`src/sensor_pkg.sv`:
```
package sensor_pkg;

   localparam int CLK_MHZ = 100;

   // Line timing, figures in microseconds, counts in clock cycles
   localparam int RESET_LOW_US   = 480;
   localparam int PRES_WAIT_US   = 30;
   localparam int PRES_LOW_US    = 120;
   localparam int SLOT_SAMPLE_US = 30;
   localparam int RESET_LOW_CYC   = RESET_LOW_US * CLK_MHZ;
   localparam int PRES_WAIT_CYC   = PRES_WAIT_US * CLK_MHZ;
   localparam int PRES_LOW_CYC    = PRES_LOW_US * CLK_MHZ;
   localparam int SLOT_SAMPLE_CYC = SLOT_SAMPLE_US * CLK_MHZ;

   // Longest conversion, full resolution; lower resolutions halve it per bit
   localparam int FULL_CONV_TIME_US = 750000;
   localparam int FULL_CONV_CYC     = FULL_CONV_TIME_US * CLK_MHZ;

   // Scratchpad layout
   localparam logic [3:0] SP_TEMP_LSB_IDX = 4'h0;
   localparam logic [3:0] SP_TEMP_MSB_IDX = 4'h1;
   localparam logic [3:0] SP_ALARM_HI_IDX = 4'h2;
   localparam logic [3:0] SP_ALARM_LO_IDX = 4'h3;
   localparam logic [3:0] SP_CFG_IDX      = 4'h4;
   localparam logic [3:0] SP_CRC_IDX      = 4'h8;
   localparam logic [3:0] SP_LEN          = 4'h9;
   localparam logic [3:0] ID_LEN          = 4'h8;
   localparam logic [3:0] WR_SP_LEN       = 4'h3;

   // resolution_config fields
   localparam int         RES_LSB      = 5;
   localparam logic [1:0] RES_RESET    = 2'h3;
   localparam logic [7:0] CFG_RSVD_VAL = 8'h1F;

   localparam logic [7:0] CRC_TAPS_LSB_FIRST = 8'h8C;

   typedef enum logic [7:0] {
      CMD_READ_ID      = 8'h33,
      CMD_MATCH_ID     = 8'h55,
      CMD_SKIP_ID      = 8'hCC,
      CMD_SEARCH       = 8'hF0,
      CMD_ALARM_SEARCH = 8'hEC,
      CMD_CONVERT      = 8'h44,
      CMD_WRITE_SP     = 8'h4E,
      CMD_READ_SP      = 8'hBE,
      CMD_COPY_SP      = 8'h48,
      CMD_RECALL       = 8'hB8,
      CMD_READ_POWER   = 8'hB4
   } cmd_t;

   // Check byte over the low nbits of d, cleared start, fed LSB first
   function automatic logic [7:0] crc8_calc(input logic [63:0] d, input int nbits);
      logic [7:0] c;
      logic       fb;
      c = 8'h00;
      for (int i = 0; i < 64; i++) begin
         if (i < nbits) begin
            fb = c[0] ^ d[i];
            c  = {1'b0, c[7:1]} ^ (fb ? CRC_TAPS_LSB_FIRST : 8'h00);
         end
      end
      return c;
   endfunction : crc8_calc

endpackage : sensor_pkg
```
`src/sensor_front.sv`:
```
// Notes on behaviour
// - Configuration bits 6:5 pick resolution: 00..11 give 9..12 bits.
// - After power-up both resolution bits are one, full 12-bit resolution.
// - Config bit 7 reads zero, bits 4:0 read ones, writes never change them.
// - Conversion ends within 93.75, 187.5, 375 or 750 ms per resolution.
// - Both check bytes use polynomial x^8 + x^5 + x^4 + 1.
// - Identity check byte covers low 56 bits, stored in top byte.
// - Scratchpad byte 8 is a check over bytes 0..7, always current.
// - A check byte mismatch never halts or refuses a command sequence.
// - All bytes on the line travel least significant bit first.
// - Line driven only by open drain, released when not sending.
// - Any high gap between bits is tolerated; paused master leaves line high.
// - Line low longer than 480 us is a bus reset, abandoning all.
// - Function command only after initialization and identity command, else silent.
// - Each transaction opens with reset pulse; device answers with presence.
// - Device is only ever a slave under one master.
`timescale 1ns/10ps

module byte_fifo
   import sensor_pkg::*;
#(
   parameter int WIDTH = 8,
   parameter int DEPTH = 16
)(
   input  wire logic             clk,
   input  wire logic             rst_n,
   input  wire logic             flush,
   input  wire logic             in_valid,
   output logic                  in_ready,
   input  wire logic [WIDTH-1:0] in_data,
   output logic                  out_valid,
   input  wire logic             out_ready,
   output logic [WIDTH-1:0]      out_data
);
   localparam int AW = $clog2(DEPTH);

   logic [WIDTH-1:0] mem [DEPTH];
   logic [AW:0]      wr_ptr_r;
   logic [AW:0]      rd_ptr_r;
   logic             push;
   logic             pop;

   assign in_ready  = !((wr_ptr_r[AW] != rd_ptr_r[AW]) && (wr_ptr_r[AW-1:0] == rd_ptr_r[AW-1:0]));
   assign out_valid = (wr_ptr_r != rd_ptr_r);
   assign out_data  = mem[rd_ptr_r[AW-1:0]];
   assign push      = in_valid && in_ready;
   assign pop       = out_valid && out_ready;

   always_ff @(posedge clk)
   begin
      if (push)
      begin
         mem[wr_ptr_r[AW-1:0]] <= in_data;
      end
   end

   always_ff @(posedge clk or negedge rst_n)
   begin
      if (!rst_n)
      begin
         wr_ptr_r <= '0;
         rd_ptr_r <= '0;
      end
      else if (flush)
      begin
         wr_ptr_r <= '0;
         rd_ptr_r <= '0;
      end
      else
      begin
         if (push)
         begin
            wr_ptr_r <= wr_ptr_r + 1'b1;
         end
         if (pop)
         begin
            rd_ptr_r <= rd_ptr_r + 1'b1;
         end
      end
   end
endmodule : byte_fifo

module sensor_front
   import sensor_pkg::*;
#(
   parameter int          RESET_CYC    = RESET_LOW_CYC,
   parameter int          PRES_CYC     = PRES_LOW_CYC,
   parameter int          CONV_CYC     = FULL_CONV_CYC,
   parameter logic [7:0]  FAMILY_CODE  = 8'h5A,        // Arbitrary value
   parameter logic [47:0] SERIAL_NUM   = 48'h0123456789AB, // Arbitrary value
   parameter logic [7:0]  ALARM_HI_DEF = 8'h7F,
   parameter logic [7:0]  ALARM_LO_DEF = 8'h80,
   parameter logic [15:0] TEMP_DEF     = 16'h0000,
   parameter logic [23:0] RSVD_BYTES   = 24'h10_00_FF,
   parameter int          FIFO_DEPTH   = 16,
   parameter int          PRES_WAIT    = PRES_WAIT_CYC,
   parameter int          SLOT_CYC     = SLOT_SAMPLE_CYC
)(
   input  wire logic        clk,
   input  wire logic        rst_n,
   input  wire logic        dq_in,
   output logic             dq_out,
   output logic             dq_oe,
   input  wire logic [15:0] temp_in,
   output logic             conv_busy,
   output logic [1:0]       res_sel
);
   typedef enum logic [3:0] {
      ST_WAIT_RST  = 4'h0,
      ST_RST_LOW   = 4'h1,
      ST_PRES_WAIT = 4'h2,
      ST_PRES_DRV  = 4'h3,
      ST_ROM_CMD   = 4'h4,
      ST_MATCH     = 4'h5,
      ST_FUNC_CMD  = 4'h6,
      ST_WR_SP     = 4'h7,
      ST_SEND      = 4'h8,
      ST_STATUS    = 4'h9,
      ST_SILENT    = 4'hA
   } state_t;

   localparam logic [55:0] ID_LOW  = {SERIAL_NUM, FAMILY_CODE};
   localparam logic [63:0] ID_CODE = {crc8_calc({8'h00, ID_LOW}, 56), ID_LOW};

   state_t      state_r;
   logic        dq_prev_r;
   logic [31:0] low_cnt_r;
   logic [31:0] tmr_r;
   logic        slot_act_r;
   logic [15:0] slot_cnt_r;
   logic [7:0]  rx_sh_r;
   logic [2:0]  rx_cnt_r;
   logic [7:0]  rx_byte_r;
   logic        rx_vld_r;
   logic [2:0]  tx_idx_r;
   logic [3:0]  cnt_r;
   logic [3:0]  push_len_r;
   logic        push_id_r;
   logic        status_conv_r;
   logic [7:0]  alarm_hi_r;
   logic [7:0]  alarm_lo_r;
   logic [1:0]  res_r;
   logic [15:0] temp_r;
   logic [7:0]  nv_hi_r;
   logic [7:0]  nv_lo_r;
   logic [1:0]  nv_res_r;
   logic [31:0] conv_cnt_r;
   logic        conv_busy_r;
   logic        dq_oe_r;

   logic        bus_rst;
   logic        fall;
   logic        in_link;
   logic        rx_state;
   logic        slot_start;
   logic        slot_evt;
   logic        tx_zero;
   logic [7:0]  cfg_byte;
   logic [63:0] sp_low;
   logic [7:0]  sp_crc;
   logic [7:0]  push_data;
   logic        fifo_in_valid;
   logic        fifo_in_ready;
   logic        fifo_out_valid;
   logic        fifo_out_ready;
   logic [7:0]  fifo_out_data;
   logic        send_done;

   assign fall       = dq_prev_r && !dq_in;
   assign bus_rst    = (low_cnt_r == 32'(RESET_CYC));
   assign in_link    = (state_r >= ST_ROM_CMD) && (state_r <= ST_STATUS);
   assign rx_state   = (state_r >= ST_ROM_CMD) && (state_r <= ST_WR_SP);
   assign slot_start = fall && !slot_act_r && in_link;
   assign slot_evt   = slot_act_r && (slot_cnt_r == 16'(SLOT_CYC - 1));

   assign cfg_byte = {1'b0, res_r, 5'h00} | CFG_RSVD_VAL;
   assign sp_low   = {RSVD_BYTES, cfg_byte, alarm_lo_r, alarm_hi_r, temp_r};
   assign sp_crc   = crc8_calc(sp_low, 64);

   // Byte to queue: identity code or scratchpad, lowest byte first
   always_comb
   begin
      push_data = 8'h00;
      if (push_id_r)
      begin
         push_data = ID_CODE[{cnt_r[2:0], 3'b000} +: 8];
      end
      else if (cnt_r == SP_CRC_IDX)
      begin
         push_data = sp_crc;
      end
      else
      begin
         push_data = sp_low[{cnt_r[2:0], 3'b000} +: 8];
      end
   end

   assign fifo_in_valid  = (state_r == ST_SEND) && (cnt_r < push_len_r);
   assign fifo_out_ready = (state_r == ST_SEND) && slot_evt && (tx_idx_r == 3'h7);
   assign send_done      = (state_r == ST_SEND) && (cnt_r == push_len_r) && !fifo_out_valid;
   assign tx_zero = ((state_r == ST_SEND) && fifo_out_valid && !fifo_out_data[tx_idx_r])
                    || ((state_r == ST_STATUS) && status_conv_r && conv_busy_r);

   byte_fifo #(
      .WIDTH (8),
      .DEPTH (FIFO_DEPTH)
   ) u_tx_fifo (
      .clk       (clk),
      .rst_n     (rst_n),
      .flush     (bus_rst),
      .in_valid  (fifo_in_valid),
      .in_ready  (fifo_in_ready),
      .in_data   (push_data),
      .out_valid (fifo_out_valid),
      .out_ready (fifo_out_ready),
      .out_data  (fifo_out_data)
   );

   // Line low timer and edge history
   always_ff @(posedge clk or negedge rst_n)
   begin
      if (!rst_n)
      begin
         dq_prev_r <= 1'b1;
         low_cnt_r <= '0;
      end
      else
      begin
         dq_prev_r <= dq_in;
         if (dq_in)
         begin
            low_cnt_r <= '0;
         end
         else if (low_cnt_r <= 32'(RESET_CYC))
         begin
            low_cnt_r <= low_cnt_r + 32'd1;
         end
      end
   end

   // Slot timing: starts at master's falling edge, ends at the sample point or later, once line is high again
   always_ff @(posedge clk or negedge rst_n)
   begin
      if (!rst_n)
      begin
         slot_act_r <= 1'b0;
         slot_cnt_r <= '0;
      end
      else if (bus_rst || slot_start)
      begin
         slot_act_r <= slot_start;
         slot_cnt_r <= '0;
      end
      else if (slot_act_r)
      begin
         if (slot_cnt_r >= 16'(SLOT_CYC - 1) && dq_in)
         begin
            slot_act_r <= 1'b0;
         end
         else if (slot_cnt_r < 16'(SLOT_CYC))
         begin
            slot_cnt_r <= slot_cnt_r + 16'd1;
         end
      end
   end

   // Receive bits into bytes, LSB first
   always_ff @(posedge clk or negedge rst_n)
   begin
      if (!rst_n)
      begin
         rx_sh_r   <= '0;
         rx_cnt_r  <= '0;
         rx_byte_r <= '0;
         rx_vld_r  <= 1'b0;
      end
      else
      begin
         rx_vld_r <= 1'b0;
         if (bus_rst)
         begin
            rx_cnt_r <= '0;
         end
         else if (slot_evt && rx_state)
         begin
            rx_sh_r  <= {dq_in, rx_sh_r[7:1]};
            rx_cnt_r <= rx_cnt_r + 3'd1;
            if (rx_cnt_r == 3'h7)
            begin
               rx_byte_r <= {dq_in, rx_sh_r[7:1]};
               rx_vld_r  <= 1'b1;
            end
         end
      end
   end

   // Transmit bit index within the byte at the queue head
   always_ff @(posedge clk or negedge rst_n)
   begin
      if (!rst_n)
      begin
         tx_idx_r <= '0;
      end
      else if (bus_rst || state_r != ST_SEND)
      begin
         tx_idx_r <= '0;
      end
      else if (slot_evt && fifo_out_valid)
      begin
         tx_idx_r <= tx_idx_r + 3'd1;
      end
   end

   // Open-drain drive: presence pulse and zero bits only, released otherwise
   always_ff @(posedge clk or negedge rst_n)
   begin
      if (!rst_n)
      begin
         dq_oe_r <= 1'b0;
      end
      else if (bus_rst)
      begin
         dq_oe_r <= 1'b0;
      end
      else if (state_r == ST_PRES_WAIT && tmr_r == 32'd0)
      begin
         dq_oe_r <= 1'b1;
      end
      else if (state_r == ST_PRES_DRV && tmr_r == 32'd0)
      begin
         dq_oe_r <= 1'b0;
      end
      else if (slot_start && tx_zero)
      begin
         dq_oe_r <= 1'b1;
      end
      else if (slot_evt)
      begin
         dq_oe_r <= 1'b0;
      end
   end

   // Transaction sequencer
   always_ff @(posedge clk or negedge rst_n)
   begin
      if (!rst_n)
      begin
         state_r       <= ST_WAIT_RST;
         tmr_r         <= '0;
         cnt_r         <= '0;
         push_len_r    <= '0;
         push_id_r     <= 1'b0;
         status_conv_r <= 1'b0;
      end
      else if (bus_rst)
      begin
         state_r <= ST_RST_LOW;
      end
      else
      begin
         if (tmr_r != 32'd0)
         begin
            tmr_r <= tmr_r - 32'd1;
         end
         if (fifo_in_valid && fifo_in_ready)
         begin
            cnt_r <= cnt_r + 4'd1;
         end
         case (state_r)
            ST_WAIT_RST:
            begin
               state_r <= ST_WAIT_RST;
            end
            ST_RST_LOW:
            begin
               if (dq_in)
               begin
                  state_r <= ST_PRES_WAIT;
                  tmr_r   <= 32'(PRES_WAIT - 1);
               end
            end
            ST_PRES_WAIT:
            begin
               if (tmr_r == 32'd0)
               begin
                  state_r <= ST_PRES_DRV;
                  tmr_r   <= 32'(PRES_CYC - 1);
               end
            end
            ST_PRES_DRV:
            begin
               if (tmr_r == 32'd0)
               begin
                  state_r <= ST_ROM_CMD;
               end
            end
            ST_ROM_CMD:
            begin
               if (rx_vld_r)
               begin
                  cnt_r <= '0;
                  case (rx_byte_r)
                     CMD_READ_ID:
                     begin
                        state_r    <= ST_SEND;
                        push_id_r  <= 1'b1;
                        push_len_r <= ID_LEN;
                     end
                     CMD_MATCH_ID:
                     begin
                        state_r <= ST_MATCH;
                     end
                     CMD_SKIP_ID:
                     begin
                        state_r <= ST_FUNC_CMD;
                     end
                     default:
                     begin
                        state_r <= ST_SILENT;
                     end
                  endcase
               end
            end
            ST_MATCH:
            begin
               if (rx_vld_r)
               begin
                  cnt_r <= cnt_r + 4'd1;
                  if (rx_byte_r != ID_CODE[{cnt_r[2:0], 3'b000} +: 8])
                  begin
                     state_r <= ST_SILENT;
                  end
                  else if (cnt_r == ID_LEN - 4'd1)
                  begin
                     state_r <= ST_FUNC_CMD;
                  end
               end
            end
            ST_FUNC_CMD:
            begin
               if (rx_vld_r)
               begin
                  cnt_r         <= '0;
                  status_conv_r <= 1'b0;
                  case (rx_byte_r)
                     CMD_WRITE_SP:
                     begin
                        state_r <= ST_WR_SP;
                     end
                     CMD_READ_SP:
                     begin
                        state_r    <= ST_SEND;
                        push_id_r  <= 1'b0;
                        push_len_r <= SP_LEN;
                     end
                     CMD_CONVERT:
                     begin
                        state_r       <= ST_STATUS;
                        status_conv_r <= 1'b1;
                     end
                     CMD_COPY_SP, CMD_RECALL, CMD_READ_POWER:
                     begin
                        state_r <= ST_STATUS;
                     end
                     default:
                     begin
                        state_r <= ST_SILENT;
                     end
                  endcase
               end
            end
            ST_WR_SP:
            begin
               if (rx_vld_r)
               begin
                  cnt_r <= cnt_r + 4'd1;
                  if (cnt_r == WR_SP_LEN - 4'd1)
                  begin
                     state_r <= ST_SILENT;
                  end
               end
            end
            ST_SEND:
            begin
               if (send_done)
               begin
                  state_r <= push_id_r ? ST_FUNC_CMD : ST_SILENT;
               end
            end
            ST_STATUS, ST_SILENT:
            begin
               state_r <= state_r;
            end
            default:
            begin
               state_r <= ST_WAIT_RST;
            end
         endcase
      end
   end

   // Scratchpad writable bytes and their nonvolatile copies
   always_ff @(posedge clk or negedge rst_n)
   begin
      if (!rst_n)
      begin
         alarm_hi_r <= ALARM_HI_DEF;
         alarm_lo_r <= ALARM_LO_DEF;
         res_r      <= RES_RESET;
         nv_hi_r    <= ALARM_HI_DEF;
         nv_lo_r    <= ALARM_LO_DEF;
         nv_res_r   <= RES_RESET;
      end
      else if (state_r == ST_WR_SP && rx_vld_r)
      begin
         case (cnt_r)
            SP_ALARM_HI_IDX - 4'd2: alarm_hi_r <= rx_byte_r;
            SP_ALARM_LO_IDX - 4'd2: alarm_lo_r <= rx_byte_r;
            SP_CFG_IDX - 4'd2:      res_r      <= rx_byte_r[RES_LSB +: 2];
            default:                res_r      <= res_r;
         endcase
      end
      else if (state_r == ST_FUNC_CMD && rx_vld_r && rx_byte_r == CMD_COPY_SP)
      begin
         nv_hi_r  <= alarm_hi_r;
         nv_lo_r  <= alarm_lo_r;
         nv_res_r <= res_r;
      end
      else if (state_r == ST_FUNC_CMD && rx_vld_r && rx_byte_r == CMD_RECALL)
      begin
         alarm_hi_r <= nv_hi_r;
         alarm_lo_r <= nv_lo_r;
         res_r      <= nv_res_r;
      end
   end

   // Conversion timer; length halves for each resolution bit dropped
   always_ff @(posedge clk or negedge rst_n)
   begin
      if (!rst_n)
      begin
         conv_cnt_r  <= '0;
         conv_busy_r <= 1'b0;
         temp_r      <= TEMP_DEF;
      end
      else if (state_r == ST_FUNC_CMD && rx_vld_r && rx_byte_r == CMD_CONVERT && !conv_busy_r)
      begin
         conv_cnt_r  <= 32'(CONV_CYC) >> (2'd3 - res_r);
         conv_busy_r <= 1'b1;
      end
      else if (conv_busy_r)
      begin
         conv_cnt_r <= conv_cnt_r - 32'd1;
         if (conv_cnt_r <= 32'd1)
         begin
            conv_busy_r <= 1'b0;
            temp_r      <= temp_in;
         end
      end
   end

   always_ff @(posedge clk or negedge rst_n)
   begin
      if (!rst_n)
      begin
         dq_out    <= 1'b0;
         dq_oe     <= 1'b0;
         conv_busy <= 1'b0;
         res_sel   <= RES_RESET;
      end
      else
      begin
         dq_out    <= 1'b0;
         dq_oe     <= dq_oe_r;
         conv_busy <= conv_busy_r;
         res_sel   <= res_r;
      end
   end

endmodule : sensor_front

```
`config.mk`:
```
export PLATFORM = sky130hd
export DESIGN_NAME = sensor_front
export DESIGN_NICKNAME = d
export VERILOG_FILES = /design/src/sensor_pkg.sv /design/src/sensor_front.sv
export SDC_FILE = /design/constraint.sdc
export NUM_CORES = 1
export LEC_CHECK = 0
export ABC_AREA = 1
export BUFFER_PORTS_ARGS = -buffer_cell sky130_fd_sc_hd__clkbuf_2
export CORE_UTILIZATION = 60
export CTS_BUF_LIST = sky130_fd_sc_hd__clkbuf_8
export DETAILED_ROUTE_END_ITERATION = 7
export PLACE_DENSITY_LB_ADDON = 0.2
export RECOVER_POWER = 100
export SETUP_SLACK_MARGIN = 0.02
export SLEW_MARGIN = 20
export SYNTH_ARGS = -nofsm -noshare
export SYNTH_HDL_FRONTEND = slang
export SYNTH_HIERARCHICAL = 1
export SYNTH_SLANG_ARGS = --single-unit
```
`constraint.sdc`:
```
create_clock -name clk -period 8.6 [get_ports clk]
set_input_delay 0.86 -clock clk [delete_from_list [all_inputs] [get_ports clk]]
set_output_delay 0.86 -clock clk [all_outputs]
set_load 0.02 [all_outputs]
```
== Word-level counts from Yosys, hierarchy flattened ==
Memories as Yosys holds them, arrays and structs flattened.
Index checks and enable logic that the tools add are counted.
Cells by class
  add/subtract/negate cells: 10
  order comparisons: 9
  equal/unequal tests: 53
  shifts and indexed selects: 3
  multiplexer cells: 147
  bitwise logic cells: 99
  reduce and logical (&&, ||, !) cells: 68
Operators with widths (count)
  2-to-1 mux 8 bit: 74
  bitwise XOR 7 x 8 -> 8 bit: 63
  2-to-1 mux 32 bit: 7
  2-to-1 mux 4 bit: 20
  2-to-1 mux 16 bit: 4
  one-hot mux 32 bit (2 select lines): 1
  indexed part select 64 x 7 -> 8 bit: 1
  indexed part select 64 x 7 -> 8 bit, first input constant: 1
  subtractor 32 x 1 -> 32 bit, second input constant: 2
  one-hot mux 4 bit (9 select lines): 1
  bitwise XOR 1 bit: 33
  adder 32 x 1 -> 32 bit, second input constant: 1
  == test 32 x 16 -> 1 bit, second input constant: 1
  == test 8 x 7 -> 1 bit, second input constant: 4
  == test 8 bit, second input constant: 4
  <= comparator 32 x 1 -> 1 bit, second input constant: 1
  <= comparator 32 x 16 -> 1 bit, second input constant: 1
  zero test 32 bit: 1
  nonzero test 32 bit: 1
  >> shifter 27 x 2 -> 32 bit, first input constant: 1
  logical AND 1 bit: 30
  inequality test 3 bit, second input constant: 8
  one-hot mux 4 bit (3 select lines): 2
  2-to-1 mux 1 bit: 22
  other kinds (45): 105
Storage, ports and cells
  register bits after elaboration: 219
  memory bits (writable): 128
  input port bits: 19
  output and inout port bits: 5
  logic and storage cells: 420
  memories: 1
Memories
  u_tx_fifo.mem: depth 16, width 8, rd ports 1, clocked after Yosys merged registers in 0, wr ports 1, line sensor_front.sv:37  | logic [WIDTH-1:0] mem [DEPTH];

== Longest topological paths before layout ==
Gate-level depths: netlist (run 1).
  depth after elaboration: 162
  depth in mapped cells: 50
  depth with buffers taken out: 50

== Cells and area by module ==
Netlist (run 1), hierarchy kept.
By module, submodules not included
  sensor_front: instances 1, cells each 1840, area an instance 13618.1 µm², seq. area each 5183.7 µm²
  byte_fifo: instances 1, cells each 510, area an instance 5894.4 µm², seq. area each 4093.9 µm²

== Worst setup path before layout (run 1) ==
No wires, ideal clock.
  kind: register to register
  from: register temp_r[1]
  to: memory u_tx_fifo.mem[0][3] (data pin)
  setup time: 0.291 ns
  data arrival time: 4.305 ns
  required time: 8.309 ns
  slack: 4.004 ns
  cell stages (with the launch flop): 46
  path buffers: 0
  clock period less this slack: 4.596 ns
  path through: dfrtp_1 -> inv_2 -> nand2_2 -> nand2_2 -> nand2_2 -> nand2_2 -> nand2_2 -> nand3_2 -> nand2_2 -> nand2_2 -> nand3_2 -> nand2_4 -> nand2_4 -> nand3_2 -> nand3_2 -> nand2_2 -> nand2_1 -> nand2_2 -> [10 not listed] -> nand3_2 -> nand2_4 -> inv_4 -> nand2_4 -> nand2_4 -> nand2_4 -> nand2_4 -> nand2_4 -> nand2_4 -> nand2_2 -> nand2_2 -> nand2_1 -> nand2_1 -> nand2_1 -> nand2_1 -> nand2_1 -> nand3_1 -> a21oi_1
Between the ends
  longest elaborated chain between the ends: 98
  elaborated cells between the ends (all ways): 152
  classes of those cells: 59 x mux; 93 x bitwise
RTL lines
  from (decl): line sensor_front.sv:143  | logic [15:0] temp_r;
  from (signal assigned): line sensor_front.sv:557  | temp_r <= temp_in;
  bitwise XOR 1 bit *: line sensor_pkg.sv:58  | fb = c[0] ^ d[i];
  2-to-1 mux 8 bit *: line sensor_pkg.sv:59  | c = {1'b0, c[7:1]} ^ (fb ? CRC_TAPS_LSB_FIRST : 8'h00);
  bitwise XOR 7 x 8 -> 8 bit * (3 in series): line sensor_pkg.sv:59
  bitwise XOR 1 bit: line sensor_pkg.sv:58
  2-to-1 mux 8 bit: line sensor_pkg.sv:59
  bitwise XOR 7 x 8 -> 8 bit * (3 in series): line sensor_pkg.sv:59
  bitwise XOR 1 bit: line sensor_pkg.sv:58
  2-to-1 mux 8 bit: line sensor_pkg.sv:59
  [73 not listed]
  bitwise XOR 7 x 8 -> 8 bit * (4 in series): line sensor_pkg.sv:59
  2-to-1 mux 8 bit or bitwise XOR 7 x 8 -> 8 bit (tied branches): line sensor_pkg.sv:59
  bitwise XOR 7 x 8 -> 8 bit * (4 in series): line sensor_pkg.sv:59
  2-to-1 mux 8 bit: line sensor_pkg.sv:59
  bitwise XOR 7 x 8 -> 8 bit *: line sensor_pkg.sv:59
  2-to-1 mux 8 bit *: line sensor_front.sv:188  | else if (cnt_r == SP_CRC_IDX)
  2-to-1 mux 8 bit *: line sensor_front.sv:184  | if (push_id_r)
  named net push_data[3]: line sensor_front.sv:161  | logic [7:0] push_data;
  to (decl): line sensor_front.sv:37
Mark *: on every way through the listed nets, which the timed path passes. The rest lies on a longest branch.

== Worst setup path after layout (run 1) ==
  from: register temp_r[1]
  to: memory u_tx_fifo.mem[11][3] (data pin)
The elaborated chain is that of the path after synthesis.

==> results.md, run 1 <==
* Status: complete, but fails checks
* Violated checks: max-capacitance violations, max-slew violations
* DRC at 0
* Share of async-settable or async-resettable flops after synthesis at 0.628
* Crit path kind: register to register
* Drt first pass iters at 5
* FMAX at 150 MHz
* Crit path launch type: register
* Fin worst setup slack at 1910 ps
* Critical R2R Launch: temp_r[1]$_DFFE_PN0P_
* Crit end category: register
* Top cell by count, worst path: nand2_1
* Main flop type after synthesis: dfrtp_1
* # IOs at 24
* Final min period at 6690 ps
* Layout area overhead at 7.86%
* Number of post-CTS setup repair buffers at 0
* Nets at 2440
* Commonest non-fill, non-tap cell in the layout: nand2_1
* Clock transition at path regs at 60 ps
* Setup repair after global routing missed its margin: false
* Synth Register Bits at 344
* Peak supply drop at 903 uV
* Clock H-tree levels at 2
* Antenna cells at 0
* Critical R2R Capture: u_tx_fifo/mem[11][3]$_DFFE_PP_
* Routed WL at 46.1 mm
* Worst-margin pin slew at 4300 ps
* Slew Limit Headroom at -1.87
* Die X at 182 um
* Static Leak at 9.54 nW
* Share of layout cells above drive strength 1 at 0.108
* Finished layout cell area at 0.0210 mm^2
* Syn Nets at 2401
* Pin count of the biggest net entering global routing at 83
* Clk_skew at 27.4 ps
* Skew-Pair Late Insertion Delay at 610 ps
* Avg WL per Cell at 16.1 um
* Max Slew Vio Count at 232
* Post-synthesis cell type count at 67
* Initial drt markers at 1289
* Grt ovf at 0
* Fin Setup TNS at 0 ps
* Vias in the first global route at 15500
* Pwr/cell area at 417 mW/mm^2
* Setup violators final at 0
* Max-Cap Viols at 11
* Register area share after synthesis at 0.475
* Most frequent cells in the layout: nand2_1 (506), inv_1 (291), nor2_1 (233)
* Initial Utilization at 0.614
* Largest area contributor in the netlist: dfrtp_1
* Final Util at 0.662
* CP max-delay cell: a21oi_1
* Initial antenna violation count at 0
* Core area at 0.0318 mm^2
* Mean area per synthesized cell at 8.30 um^2
* # port buffers at 22
* Final hold slack at 377 ps
* Syn Inst Count at 2350
* Final HPWL DP at 32.5 mm
* DIE AREA at 0.0332 mm^2
* GPL Wtd Cong at 0.926
* Top-area cell type share of the netlist area at 0.248
* Place WS at 2970 ps
* Fillers at 2692
* Crit path required time at 8850 ps
* Max clock buf depth at 3
* Critical Path Fanout Max at 16
* TritonCTS clock tree: done
* Row Count at 65
* Post-synth EDFFs at 128
* CTS resizes at 0
* TritonCTS Buffers at 56
* R2R Setup Slk at 1910 ps
* Post-route ant nets at 0
* Hold Violations, Final at 0
* GR Util All Layers at 0.283
* First-pass GRT wire length at 76.3 mm
* Top area cells in the synthesized netlist: dfrtp_1 (25%), edfxtp_1 (20%), nand2_1 (9.4%), inv_1 (5.3%), nor2_1 (4.5%)
* Vias/cell at 5.65
* Via count at 16200
* CTS Hold Bufs at 0
* Root buffer cell: clkbuf_8
* Hold Path Class: register to register
* Clock sink count at 344
* Final Cycle Share at 0.777
* Critical Path Source: temp_r[1]$_DFFE_PN0P_
* Mapped Area at 0.0195 mm^2
* Syn. warnings at 6
* Arr. time, crit path at 6940 ps
* Reg2Reg Depth at 46
* Max stage delay on crit path at 840 ps
* Setup crit end: u_tx_fifo/mem[11][3]$_DFFE_PP_
* Die Ht at 182 um
* Placed cell areas at 0.0201 mm^2
[flip-flops by register name (all words and copies together), names as in the netlist, 8 cells and up]
register,cells
nv_lo_r,8
rx_byte_r,8
slot_cnt_r,16
temp_r,16
u_tx_fifo/mem,128
alarm_hi_r,8
conv_cnt_r,32
low_cnt_r,32
tmr_r,32
alarm_lo_r,8
nv_hi_r,8
[where the power goes]
group          internal [mW]  total, mW  switching, mW
clock network          0.773       1.43          0.661
logic                   2.12       5.63           3.51
registers               1.71       1.72        0.00622
[how the worst min path moves through the flow]
stage                                   start                        to  slack [ps]  depth (start not counted)
after detailed placement  dq_oe_r$_DFFE_PN0P_           dq_oe$_DFF_PN0_         360                          0
after global placement    dq_oe_r$_DFFE_PN0P_           dq_oe$_DFF_PN0_         360                          0
after floorplan           dq_oe_r$_DFFE_PN0P_           dq_oe$_DFF_PN0_         350                          0
after global routing      dq_oe_r$_DFFE_PN0P_           dq_oe$_DFF_PN0_         380                          0
after CTS                               rst_n  low_cnt_r[1]$_DFFE_PN0P_         250                          1
final                     dq_oe_r$_DFFE_PN0P_           dq_oe$_DFF_PN0_         380                          0
[layout make-up]
| type | instances | area, um^2 | share of cell area |
|---|---|---|---|
| Sequential cell | 344 | 9280 | 0.441 |
| Multi-Input combinational cell | 1638 | 8710 | 0.414 |
| Inverter | 306 | 1150 | 0.0547 |
| Clock buffer | 67 | 922 | 0.0438 |
| Tap cell | 435 | 544 | 0.0259 |
| Clock inverter | 38 | 233 | 0.0111 |
| Timing Repair Buffer | 43 | 201 | 0.00957 |
[metrics by stage]
stage | total power, mW | instances
final | 8.78 | 2871
after global routing | 9.55 | 2871
after CTS | 9.00 | 2871
after detailed placement | 7.54 | 2766
after global placement | 7.52 | 2766
after floorplan | 6.56 | 2350
[cell families (layout without fill, tap and decap cells)]
group,Yosys count,in the layout,synth area share
compound gates,394,394,0.114
xor+xnor,64,64,0.0355
buf+inv,368,454,0.0736
mux,21,21,0.0120
simple gates,1126,1126,0.269
other cells,1,1,0.000192
fa+ha+maj,32,32,0.0205
flops,344,344,0.475
[cells in the mapped netlist, types with 35 or more instances]
library cell,instances
edfxtp_1,128
clkbuf_1,40
inv_1,277
nor2_1,232
nor3_1,55
o21ai_0,173
dfrtp_1,193
xor2_1,36
nand2_2,50
nand3_1,173
a21oi_1,119
nand4_1,35
nand2_1,488
[metal layers]
layer | up-vias | routed length (um) | global-route usage | part of all wire
met5 | - | 0 | 0 | 0
met4 | 0 | 1260 | 0.0911 | 0.027
met3 | 95 | 2730 | 0.0385 | 0.059
met2 | 513 | 22400 | 0.483 | 0.49
met1 | 7651 | 19700 | 0.375 | 0.43
li1 | 7955 | - | - | -
[critical path, delay by kind of cell, from the launching register on]
family	cells	cell delay [ps]
and+or+nand+nor	41	4520
DFF	1	430
xor gates and xnor gates	1	250
AOI/OAI and AO/OA	1	840
buffers and inverters	3	300
No activity file was read; power rests on OpenSTA's default activity.
==> inputs of run 2 (changes only) <==
Settings changed: ABC_AREA 1 to 0, CORE_UTILIZATION 60 to 59.
Clock period 8.6 ns to 5.7 ns, I/O delays scaled along.
==> run 2 against run 1 <==
The run still ends with max-capacitance violations, max-slew violations left. Wire length fell by 16%. Global-route usage is 2.5 points lower. Non-clock buffer count decreased by 12. Largest cell class unchanged. Area after synthesis fell by 8.9%. Worst hold slack worse by 180 ps. Power fell by 46%. Clock power grew 52%. Highest routed layer unchanged. Count of clock-buffer cells in the layout fell by 2.
==> results.md, run 2 <==
* Antenna cells at 0
* Static Leak at 7.31 nW
* TritonCTS clock tree: done
* Max clock buf depth at 3
* Initial Utilization at 0.600
* Final min period at 4570 ps
* Register area share after synthesis at 0.522
* Initial drt markers at 888
* Final Cycle Share at 0.802
* Clock H-tree levels at 2
* Crit end category: register
* Die X at 176 um
* Syn Nets at 1624
* Pwr/cell area at 249 mW/mm^2
* Violated checks: max-capacitance violations, max-slew violations
* Share of layout cells above drive strength 1 at 0.136
* # port buffers at 22
* Setup repair after global routing missed its margin: false
* Critical R2R Launch: temp_r[3]$_DFFE_PN0P_
* Avg WL per Cell at 19.0 um
* Grt ovf at 0
* Post-synth EDFFs at 128
* FMAX at 219 MHz
* Setup violators final at 0
* Share of async-settable or async-resettable flops after synthesis at 0.628
* Syn. warnings at 6
* Multi-input gate area at 0.00794 mm^2
* GPL Wtd Cong at 0.844
* Max-Cap Viols at 6
* Fin Setup TNS at 0 ps
* Max Slew Vio Count at 234
* Crit path launch type: register
* Arr. time, crit path at 4730 ps
* Post-synthesis cell type count at 88
* Fillers at 2415
* First-pass GRT wire length at 63.2 mm
* Crit path required time at 5860 ps
* Commonest non-fill, non-tap cell in the layout: dfrtp_1
* Root buffer cell: clkbuf_8
* # IOs at 24
* Mapped Area at 0.0178 mm^2
* Skew-Pair Late Insertion Delay at 610 ps
* Synth Register Bits at 344
* Most frequent cells in the layout: dfrtp_1 (193), nor2_1 (151), nand2_1 (132)
* Drt first pass iters at 6
* Clk_skew at 46.3 ps
* Reg area at 0.00928 mm^2
* Core area at 0.0296 mm^2
* DIE AREA at 0.0308 mm^2
* GR Util All Layers at 0.258
* Crit path kind: register to register
* Most instantiated cells after synthesis: dfrtp_1 (193), nor2_1 (150), nand2_1 (132), edfxtp_1 (128), o21ai_0 (96)
* Clock sink count at 344
* DRC at 0
* Clock transition at path regs at 60 ps
* Layout area overhead at 7.81%
* Top-area cell type share of the netlist area at 0.272
* Critical Path Fanout Max at 16
* Die Ht at 176 um
* Vias/cell at 6.08
* Vias in the first global route at 12100
* Nets at 1642
* Largest area contributor in the netlist: dfrtp_1
* Peak supply drop at 195 uV
* Number of post-CTS setup repair buffers at 0
* Max FFs per register at 128
* Mean area per synthesized cell at 11.3 um^2
* Top area cells in the synthesized netlist: dfrtp_1 (27%), edfxtp_1 (22%), mux2_2 (3.7%), xnor2_1 (3.6%), dfstp_2 (3.4%)
* Main flop type after synthesis: dfrtp_1
* Most common cell in the netlist: dfrtp_1
* Hold Violations, Final at 0
* Initial antenna violation count at 0
* Tot Pwr at 4.78 mW
* Hold path start: temp_in[7]
* Slew Limit Headroom at -1.22
* Via count at 12300
* Row Count at 63
* Status: complete, but fails checks
* Pin count of the biggest net entering global routing at 157
* Post-route ant nets at 0
* Critical Path Source: temp_r[3]$_DFFE_PN0P_
* Hold Path Class: input pin to register
* Final HPWL DP at 25.8 mm
* Worst-margin pin slew at 3330 ps
* CTS resizes at 0
* TritonCTS Buffers at 57
* Routed WL at 38.6 mm
* Syn Inst Count at 1573
## run 2: changes by cell type after synthesis, moves of 50 or more
cell,delta
inv_1,-246
nand2_1,-356
nand2_2,-50
nand3_1,-133
nor2_1,-82
o21ai_0,-77
xnor2_1,+58
## run 2: cell families after synthesis
family,count (synthesis),synth area share
flops,344,0.522
buf+inv,105,0.0276
other cells,1,0.000211
simple gates,519,0.142
xor+xnor,148,0.0900
fa+ha+maj,32,0.0225
mux,124,0.0917
compound gates,300,0.104
## run 2: metrics by stage
stage                     cells   util  setup slack [ps]  hold WS, ps  instance area (um^2)
final                      2029  0.646              1130          199                 19200
after global placement     1921  0.610              1840          396                 18100
after global routing       2029  0.646               752          174                 19200
after floorplan            1573      -              2330          274                 17800
after detailed placement   1921  0.610              1740          394                 18100
after CTS                  2029  0.650              1720          160                 19300
## run 2: worst paths after layout
kind / end / slack (ps) / cells after the start
hold reg to reg: dq_oe$_DFF_PN0_ / 400 / 0
setup / recovery: u_tx_fifo/mem[14][0]$_DFFE_PP_ / 1130 / 9
setup reg to reg: u_tx_fifo/mem[14][0]$_DFFE_PP_ / 1130 / 9
max in group asynchronous: nv_lo_r[1]$_DFFE_PN0P_ / 2120 / 3
min in group asynchronous: state_r[3]$_DFFE_PN0P_ / 1660 / 2
hold / removal: temp_r[7]$_DFFE_PN0P_ / 200 / 2
## run 2: report_power, final
group	switching (mW)	internal [mW]	leakage, nW	total (mW)
Clock	0.989	1.18	0.671	2.17
Combinational	0.0396	0.0102	2.95	0.0497
Sequential	0.00237	2.56	3.68	2.56
## run 2: cell type report
type	count	share of cell area
clock buffer	65	0.0467
clock inverter	42	0.0141
inverter	33	0.00646
multi-input combinational	1124	0.414
sequential	344	0.484
tap	390	0.0255
timing repair buffer	31	0.00875
## run 2: layer usage
metal / vias to the layer above / global-route usage / part of all wire
met2: 397 / 0.413 / 0.47
met5: - / 0 / 0
met4: 0 / 0.0826 / 0.025
met1: 6087 / 0.367 / 0.45
met3: 84 / 0.0353 / 0.054
li1: 5773 / - / -
## run 2: worst max-delay path, cell delays in order, from the launching register on
cell     delay (ps)
dfrtp_1         420
xnor3_1         490
xnor2_2         230
xnor3_1         480
xnor3_1         400
xnor2_1         330
xnor2_1         130
xnor2_1         230
xnor2_1          90
o21ai_0        1320
## run 2: what timing repair did
action / in CTS / in global routing
endpoints found under the hold margin: 59 / 0
hold buffers: 1 / 0
endpoints found under the setup margin: 0 / 0
